[config.mk]
export PLATFORM = sky130hd
export DESIGN_NAME = acw_top
export DESIGN_NICKNAME = d
export VERILOG_FILES = /design/src/verilog/acw_pkg.sv /design/src/verilog/acw_top.sv
export VERILOG_INCLUDE_DIRS = /design/src /design/src/verilog
export SDC_FILE = /design/constraint.sdc
export NUM_CORES = 1
export LEC_CHECK = 0
export ABC_AREA = 1
export ABC_CLOCK_PERIOD_IN_PS = 3100
export BUFFER_PORTS_ARGS = -buffer_cell sky130_fd_sc_hd__buf_2
export CAP_MARGIN = 20
export CELL_PAD_IN_SITES_DETAIL_PLACEMENT = 1
export CELL_PAD_IN_SITES_GLOBAL_PLACEMENT = 1
export CORE_MARGIN = 2
export CORE_UTILIZATION = 39
export DETAILED_ROUTE_END_ITERATION = 10
export GPL_TIMING_DRIVEN = 0
export PLACE_DENSITY = 0.9
export SLEW_MARGIN = 20
export SYNTH_ARGS = -nofsm -noshare
export SYNTH_HDL_FRONTEND = slang
export SYNTH_SLANG_ARGS = --single-unit
[constraint.sdc]
create_clock -name ref_clk -period 3.1 [get_ports ref_clk]
set_clock_uncertainty 0.2 [all_clocks]
set_input_delay 0.93 -clock ref_clk [delete_from_list [all_inputs] [get_ports ref_clk]]
set_output_delay 0.93 -clock ref_clk [all_outputs]
set_load 0.03 [all_outputs]
[src/verilog/acw_consts.svh]
// register addresses, field positions, reset values for the compare window block
// assumes inclusion by bare name from the package and the top module
`ifndef ACW_CONSTS_SVH
`define ACW_CONSTS_SVH

// register byte addresses
`define ACW_EMR_ADDR 32'h4003_8040
`define ACW_WIN_ADDR 32'h4003_8044
`define ACW_LCR_ADDR 32'h4003_8020
`define ACW_IMR_ADDR 32'h4003_8024
`define ACW_ISR_ADDR 32'h4003_8030
`define ACW_WPR_ADDR 32'h4003_80E4

// extended mode field positions
`define ACW_MODE_LO 0
`define ACW_MODE_HI 1
`define ACW_SEL_LO 4
`define ACW_SEL_HI 7
`define ACW_ALL_BIT 9
`define ACW_TAG_BIT 24

// window threshold field positions
`define ACW_THR_LO_LO 0
`define ACW_THR_LO_HI 11
`define ACW_THR_HI_LO 16
`define ACW_THR_HI_HI 27

// last result field positions
`define ACW_LCR_DATA_HI 11
`define ACW_LCR_CH_LO 12
`define ACW_LCR_CH_HI 15

// status and mask bit positions
`define ACW_ST_DRDY 0
`define ACW_ST_CMP 1

// reset values
`define ACW_EMR_RST 32'h0000_0000
`define ACW_WIN_RST 32'h0000_0000
`define ACW_WPR_RST 1'b0
`define ACW_MSK_RST 2'h0

`endif

[src/verilog/acw_pkg.sv]
// types shared by the compare window block
// assumes the constants header sits next to it
package acw_pkg;
  `include "acw_consts.svh"

  // window condition encodings
  typedef enum logic [1:0] {
    ACW_BELOW = 2'h0,
    ACW_ABOVE = 2'h1,
    ACW_INSIDE = 2'h2,
    ACW_OUTSIDE = 2'h3
  } acw_cond_e;

  typedef logic [11:0] acw_sample_t;
  typedef logic [3:0] acw_chan_t;
endpackage

[src/verilog/acw_top.sv]
// converter extended mode registers, window compare and result tagging
// assumes a classic wishbone master on ref_clk and a converter core
// on the same clock that pulses conv_done with channel and sample;
// irq is a level from sticky status under its mask, cleared by a
// status read, and ineligible channels still update the last result
//
// The implementer's own choice: the Wishbone register port.
`timescale 1ns/1ps
`include "acw_consts.svh"

module acw_top
  import acw_pkg::*;
(
  input wire logic ref_clk,
  input wire logic resetn,
  input wire logic wb_cyc_i,
  input wire logic wb_stb_i,
  input wire logic wb_we_i,
  input wire logic [31:0] wb_adr_i,
  input wire logic [3:0] wb_sel_i,
  input wire logic [31:0] wb_dat_i,
  output logic [31:0] wb_dat_o,
  output logic wb_ack_o,
  input wire logic conv_done,
  input wire logic [3:0] conv_channel,
  input wire logic [11:0] conv_data,
  output logic irq
);

  ////////////////////////////////////////////////////////////////////
  // register map, byte addresses in the constants header
  //   extended mode: [1:0] condition, [7:4] compared channel,
  //     [9] compare every channel, [24] channel tag on
  //   window: [11:0] low threshold, [27:16] high threshold
  //   last result (read only): [11:0] value, [15:12] channel
  //   mask: bit 0 conversion done, bit 1 compare hit
  //   status (read clears): same layout as the mask
  //   write protect: bit 0 only, no key, so any write with byte lane 0 enabled moves it
  // unmapped addresses still ack, read as zero and drop writes,
  // so a stray access never stalls the bus
  // the mode and window words keep all 32 bits so software reads back their value

  ////////////////////////////////////////////////////////////////////
  // helpers

  // full address match, used per register in the read decode and, for the four writable registers, in the write decode
  function automatic logic addr_hit(input logic [31:0] a,
                                    input logic [31:0] off);
    addr_hit = (a == off);
  endfunction

  // merge write data into a word under the byte enables
  function automatic logic [31:0] merge_sel(input logic [31:0] old,
                                            input logic [31:0] wd,
                                            input logic [3:0] sel);
    logic [31:0] r;
    r = old;
    for (int i = 0; i < 4; i++) begin
      if (sel[i]) begin
        r[i*8 +: 8] = wd[i*8 +: 8];
      end
    end
    merge_sel = r;
  endfunction

  // threshold tests, shared by several window conditions
  function automatic logic below_low(input acw_sample_t v,
                                     input acw_sample_t lo);
    below_low = (v < lo);
  endfunction

  // strict on purpose: a value equal to a threshold is inside
  function automatic logic above_high(input acw_sample_t v,
                                      input acw_sample_t hi);
    above_high = (v > hi);
  endfunction

  ////////////////////////////////////////////////////////////////////
  // state

  logic ack_reg;
  logic ack_next;
  logic [31:0] rdata_reg;
  logic [31:0] rdata_next;
  logic [31:0] converter_extended_mode_reg;
  logic [31:0] converter_extended_mode_next;
  logic [31:0] win_reg;
  logic [31:0] win_next;
  logic write_protect_on_reg;
  logic write_protect_on_next;
  // last result fields, filled on every completed conversion
  acw_sample_t lc_data_reg;
  acw_sample_t lc_data_next;
  acw_chan_t result_channel_number_reg;
  acw_chan_t result_channel_number_next;
  // sticky events and their mask share one bit layout
  logic [1:0] status_reg;
  logic [1:0] status_next;
  logic [1:0] mask_reg;
  logic [1:0] mask_next;

  // decoded bus strobes
  logic req;
  logic wr;
  logic rd;
  logic status_clear;

  // decoded configuration
  acw_cond_e window_condition_select;
  acw_chan_t compared_channel_number;
  logic compare_every_channel;
  logic tag_on;
  acw_sample_t thr_low;
  acw_sample_t thr_high;
  logic eligible;
  logic hit;

  ////////////////////////////////////////////////////////////////////
  // wishbone access decode

  // one access per request; ack_reg blocks a second take
  assign req = wb_cyc_i && wb_stb_i && !ack_reg;
  assign wr = req && wb_we_i;
  assign rd = req && !wb_we_i;
  // status read clears at the take edge; a held request after its
  // ack is taken again, so software should not hold a status read
  assign status_clear = rd && addr_hit(wb_adr_i, `ACW_ISR_ADDR);

  // field views of the configuration registers
  assign window_condition_select =
    acw_cond_e'(converter_extended_mode_reg[`ACW_MODE_HI:`ACW_MODE_LO]);
  assign compared_channel_number =
    converter_extended_mode_reg[`ACW_SEL_HI:`ACW_SEL_LO];
  assign compare_every_channel = converter_extended_mode_reg[`ACW_ALL_BIT];
  assign tag_on = converter_extended_mode_reg[`ACW_TAG_BIT];
  assign thr_low = win_reg[`ACW_THR_LO_HI:`ACW_THR_LO_LO];
  assign thr_high = win_reg[`ACW_THR_HI_HI:`ACW_THR_HI_LO];

  ////////////////////////////////////////////////////////////////////
  // window comparison

  // channel eligibility and condition evaluation
  always_comb begin
    if (compare_every_channel) begin
      eligible = 1'b1;
    end else begin
      eligible = (conv_channel == compared_channel_number);
    end
    // strict below and above, so the window itself is inclusive
    case (window_condition_select)
      ACW_BELOW: hit = below_low(conv_data, thr_low);
      ACW_ABOVE: hit = above_high(conv_data, thr_high);
      ACW_INSIDE: hit = !below_low(conv_data, thr_low) &&
                        !above_high(conv_data, thr_high);
      ACW_OUTSIDE: hit = below_low(conv_data, thr_low) ||
                         above_high(conv_data, thr_high);
      default: hit = 1'b0;
    endcase
  end

  ////////////////////////////////////////////////////////////////////
  // configuration registers

  // next values for mode, window, protect and mask
  always_comb begin
    converter_extended_mode_next = converter_extended_mode_reg;
    win_next = win_reg;
    write_protect_on_next = write_protect_on_reg;
    mask_next = mask_reg;
    if (wr) begin
      if (addr_hit(wb_adr_i, `ACW_EMR_ADDR)) begin
        if (!write_protect_on_reg) begin
          converter_extended_mode_next =
            merge_sel(converter_extended_mode_reg, wb_dat_i, wb_sel_i);
        end
      end else if (addr_hit(wb_adr_i, `ACW_WIN_ADDR)) begin
        win_next = merge_sel(win_reg, wb_dat_i, wb_sel_i);
      end else if (addr_hit(wb_adr_i, `ACW_WPR_ADDR)) begin
        // no key: a single bit write arms or lifts the lock
        if (wb_sel_i[0]) begin
          write_protect_on_next = wb_dat_i[0];
        end
      end else if (addr_hit(wb_adr_i, `ACW_IMR_ADDR)) begin
        if (wb_sel_i[0]) begin
          mask_next = wb_dat_i[1:0];
        end
      end
    end
  end

  // register the configuration
  always_ff @(posedge ref_clk) begin
    if (!resetn) begin
      converter_extended_mode_reg <= `ACW_EMR_RST;
      win_reg <= `ACW_WIN_RST;
      write_protect_on_reg <= `ACW_WPR_RST;
      mask_reg <= `ACW_MSK_RST;
    end else begin
      converter_extended_mode_reg <= converter_extended_mode_next;
      win_reg <= win_next;
      write_protect_on_reg <= write_protect_on_next;
      mask_reg <= mask_next;
    end
  end

  ////////////////////////////////////////////////////////////////////
  // last result and event status

  // capture result and raise sticky events; set beats read clear
  always_comb begin
    lc_data_next = lc_data_reg;
    result_channel_number_next = result_channel_number_reg;
    status_next = status_reg;
    if (status_clear) begin
      status_next = 2'h0;
    end
    // event applied after the clear, so a same-cycle set survives
    if (conv_done) begin
      lc_data_next = conv_data;
      if (tag_on) begin
        result_channel_number_next = conv_channel;
      end else begin
        result_channel_number_next = 4'h0;
      end
      status_next[`ACW_ST_DRDY] = 1'b1;
      if (eligible && hit) begin
        status_next[`ACW_ST_CMP] = 1'b1;
      end
    end
  end

  // register result and status
  always_ff @(posedge ref_clk) begin
    if (!resetn) begin
      lc_data_reg <= 12'h000;
      result_channel_number_reg <= 4'h0;
      status_reg <= 2'h0;
    end else begin
      lc_data_reg <= lc_data_next;
      result_channel_number_reg <= result_channel_number_next;
      status_reg <= status_next;
    end
  end

  ////////////////////////////////////////////////////////////////////
  // bus answer

  // read mux; unmapped addresses read zero and still ack
  always_comb begin
    rdata_next = 32'h0000_0000;
    ack_next = req;
    if (rd) begin
      if (addr_hit(wb_adr_i, `ACW_EMR_ADDR)) begin
        rdata_next = converter_extended_mode_reg;
      end else if (addr_hit(wb_adr_i, `ACW_WIN_ADDR)) begin
        rdata_next = win_reg;
      end else if (addr_hit(wb_adr_i, `ACW_WPR_ADDR)) begin
        rdata_next = {31'h0000_0000, write_protect_on_reg};
      end else if (addr_hit(wb_adr_i, `ACW_IMR_ADDR)) begin
        rdata_next = {30'h0000_0000, mask_reg};
      end else if (addr_hit(wb_adr_i, `ACW_ISR_ADDR)) begin
        rdata_next = {30'h0000_0000, status_reg};
      end else if (addr_hit(wb_adr_i, `ACW_LCR_ADDR)) begin
        rdata_next = {16'h0000, result_channel_number_reg, lc_data_reg};
      end
    end
  end

  // ack is high for exactly one cycle per request
  // registered ack: one cycle of latency, no path from stb to ack
  always_ff @(posedge ref_clk) begin
    if (!resetn) begin
      ack_reg <= 1'b0;
      rdata_reg <= 32'h0000_0000;
    end else begin
      ack_reg <= ack_next;
      rdata_reg <= rdata_next;
    end
  end

  assign wb_ack_o = ack_reg;
  assign wb_dat_o = rdata_reg; // zero outside read acks
  // level interrupt from sticky status under the mask
  // built from the four status and mask flops only, so it cannot glitch on bus inputs
  assign irq = |(status_reg & mask_reg);

endmodule

==> metrics.cfg <==
[placement]
io_buffers=122
placedInstanceArea_um2=6350
place_ws_ns=-0.0452
place_congestion=0.844
hpwl_um=14500

[floorplan]
pin_count=124
core_um2=13800
dieArea_um2=15100
die_h_um=123
initial_core_util_pct=39.9
rows=43
die_w_um=123

[logic_synthesis]
synth.avg_cell_area_um2=7.32
synthesis.area_um2=5520
synthDistinctLibCells=32
seq_area_frac_synth_pct=42.8
ys_seq_elements=118
synthCells=753
synth_fp_nets=866
synth_warnings=0

[sta]
slew_viol_final=0
clock.fmax_ghz=0.365
finalHoldViolCount=0
layout_setup_ws_ns=0.357
setup_viol=0
relSlewSlack_pct=45.1
rsz0062_at_grt=no
period_share_pct=88.5
worst-slew-pin-transition_ns=0.818
period_needed_ns=2.74

[layout]
final_area_um2=6980
antenna_cells=0
drive_gt1_share_pct=20.1
n_fill_cell=1766
final_nets=1007
multi_input_area_um2=2730
syn_to_final_growth_pct=26.5
seq_area_um2=2360

[worst_setup_path]
crit_path_end_kind=flop
arrival_ns=2.89
worstSetupPathType=in -> reg
cp-start-kind=input pin
critPathRequiredTime_ns=3.25
r2r_setup_slack_ns=0.80
cp_max_fo=10

[power_and_ir_drop]
p_leak_uw=0.00282
vdd_ir_drop_max_v=0.000465
power_density_nw_per_um2=552

[drt]
wl_met1_um=8730
routed.top_layer=met4
drtIter0Drc=402
route.met3.wl_um=1380
wl_per_cell_um=18.4
vias=5912
postRouteAntennaNets=0
routed_wl_um=20000
wl_met2_um=9380
drtPass1Iterations=5
vias_per_cell=5.44
post-route-drc-count=0

[clock_network]
cts_max_level=4
cts_resized=0
ctsLongestPathBuffers=2
numCtsBuffers=17
postCtsSetupRepairBufs=0
cts_hold_buf=0
cts.root.buffer_cell=clkbuf_16
clkLatencyLatePin_ns=0.43
clkTransAtPathRegs_ns=0.06
cts.sinks=118
tritoncts=done

[min_path]
worstHoldPathType=reg -> reg

[global_routing]
antenna_found_initial=0
grt_remaining_overflow=0
grt_pass1_wl_um=31200
track_usage_pct=27.4
grt_max_degree=17
grt_pass1_vias=6009

[outcome]
outcome=completed

[flow_run]
cap_violations=0

==> worst max-delay path, cell delays in order <==
cell	delay, ns
buf_2	0.09
nor2_1	0.16
nand4_1	0.18
nor2_1	0.24
nand2_1	0.11
nor2_1	0.52
buf_2	0.34
nand2_1	0.11
a21oi_1	0.21
==> placed cells by master, fill, tap and decap left out, types with 3 or more instances in the layout <==
cell	instances
nand2_1	144
buf_2	128
a21oi_1	127
dfxtp_1	118
nor2_1	74
inv_1	58
nand3_1	56
o21ai_0	46
nand4_1	40
ha_1	23
clkbuf_1	20
clkbuf_16	17
buf_6	7
nor3_1	6
nor2_2	5
clkbuf_8	4
inv_2	3
clkinvlp_4	3
bufinv_16	3
clkinv_2	3
==> metrics by stage <==
step	hold slack, ns	util (%)	instances	power, µW	TNS, ns
floorplan	0.238	-	753	1670	0
global placement	0.245	45.9	1055	1790	-0.128
detailed placement	0.254	45.9	1055	1800	-0.0912
CTS	0.263	50.5	1087	3860	0
global route	0.282	50.5	1087	3960	0
finish	0.259	50.5	1087	3850	0
==> layout make-up <==
cell class / count / share of cell area (%)
buffer: 35 / 2.80
clock buffer: 21 / 6.89
tap: 180 / 3.23
clock inverter: 11 / 2.08
timing repair buffer: 122 / 8.75
multi-input combinational: 538 / 39.1
sequential: 118 / 33.9
inverter: 62 / 3.34
==> layer usage <==
| layer | up-vias | track usage [%] |
|---|---|---|
| met5 | - | 0 |
| met4 | 0 | 10.2 |
| met3 | 35 | 7.10 |
| met2 | 229 | 44.8 |
| met1 | 2823 | 34.7 |
| li1 | 2825 | - |
==> cells in the mapped netlist <==
cell	instances	share of area (%)
a21o_1	1	0.14
buf_2	6	0.54
a211oi_1	1	0.14
nand2_4	1	0.20
nand3_2	1	0.18
xnor2_1	2	0.32
nor2_2	5	0.57
nor4_4	1	0.39
buf_6	7	1.4
o21bai_1	1	0.14
nand3_1	56	5.1
nand2_1	144	9.8
nand4_1	40	4.5
nor2_4	1	0.20
nor2_1	74	5.0
ha_1	23	5.2
nor3_4	1	0.29
clkinv_1	1	0.068
or2_1	2	0.23
inv_1	58	3.9
o21ai_0	46	4.2
a22o_1	1	0.16
nor3_1	6	0.54
xor2_1	2	0.32
inv_2	3	0.20
or2_2	1	0.11
dfxtp_1	118	43
clkbuf_1	20	1.4
buf_1	1	0.068
a21oi_1	127	12
a31oi_1	1	0.11
buf_4	1	0.14
==> kinds of logic (layout without fill, tap and decap cells) <==
kind of cell / after synthesis / count (layout) / share of synthesized area (%)
simple gates: 333 / 333 / 27.2
compound gates: 178 / 178 / 16.4
flops: 118 / 118 / 42.8
buf+inv: 97 / 251 / 7.76
fa+ha+maj: 23 / 23 / 5.22
xor+xnor: 4 / 4 / 0.635
==> worst paths after layout <==
| kind | from | to | cells past startpoint |
|---|---|---|---|
| setup / recovery | wb_adr_i[19] | wb_dat_o[15] | 9 |
| hold / removal | converter_extended_mode_reg[31] | converter_extended_mode_reg[31] | 2 |
| setup reg to reg | wb_ack_o | wb_dat_o[14] | 6 |
| hold reg to reg | converter_extended_mode_reg[31] | converter_extended_mode_reg[31] | 2 |
==> where the power goes <==
part           internal [µW]  leakage [µW]  switching (µW)
logic                   81.8       0.00157             154
clock network           1350      0.000302             730
registers               1530      0.000954            6.71
(Power assumes the default switching activity.)
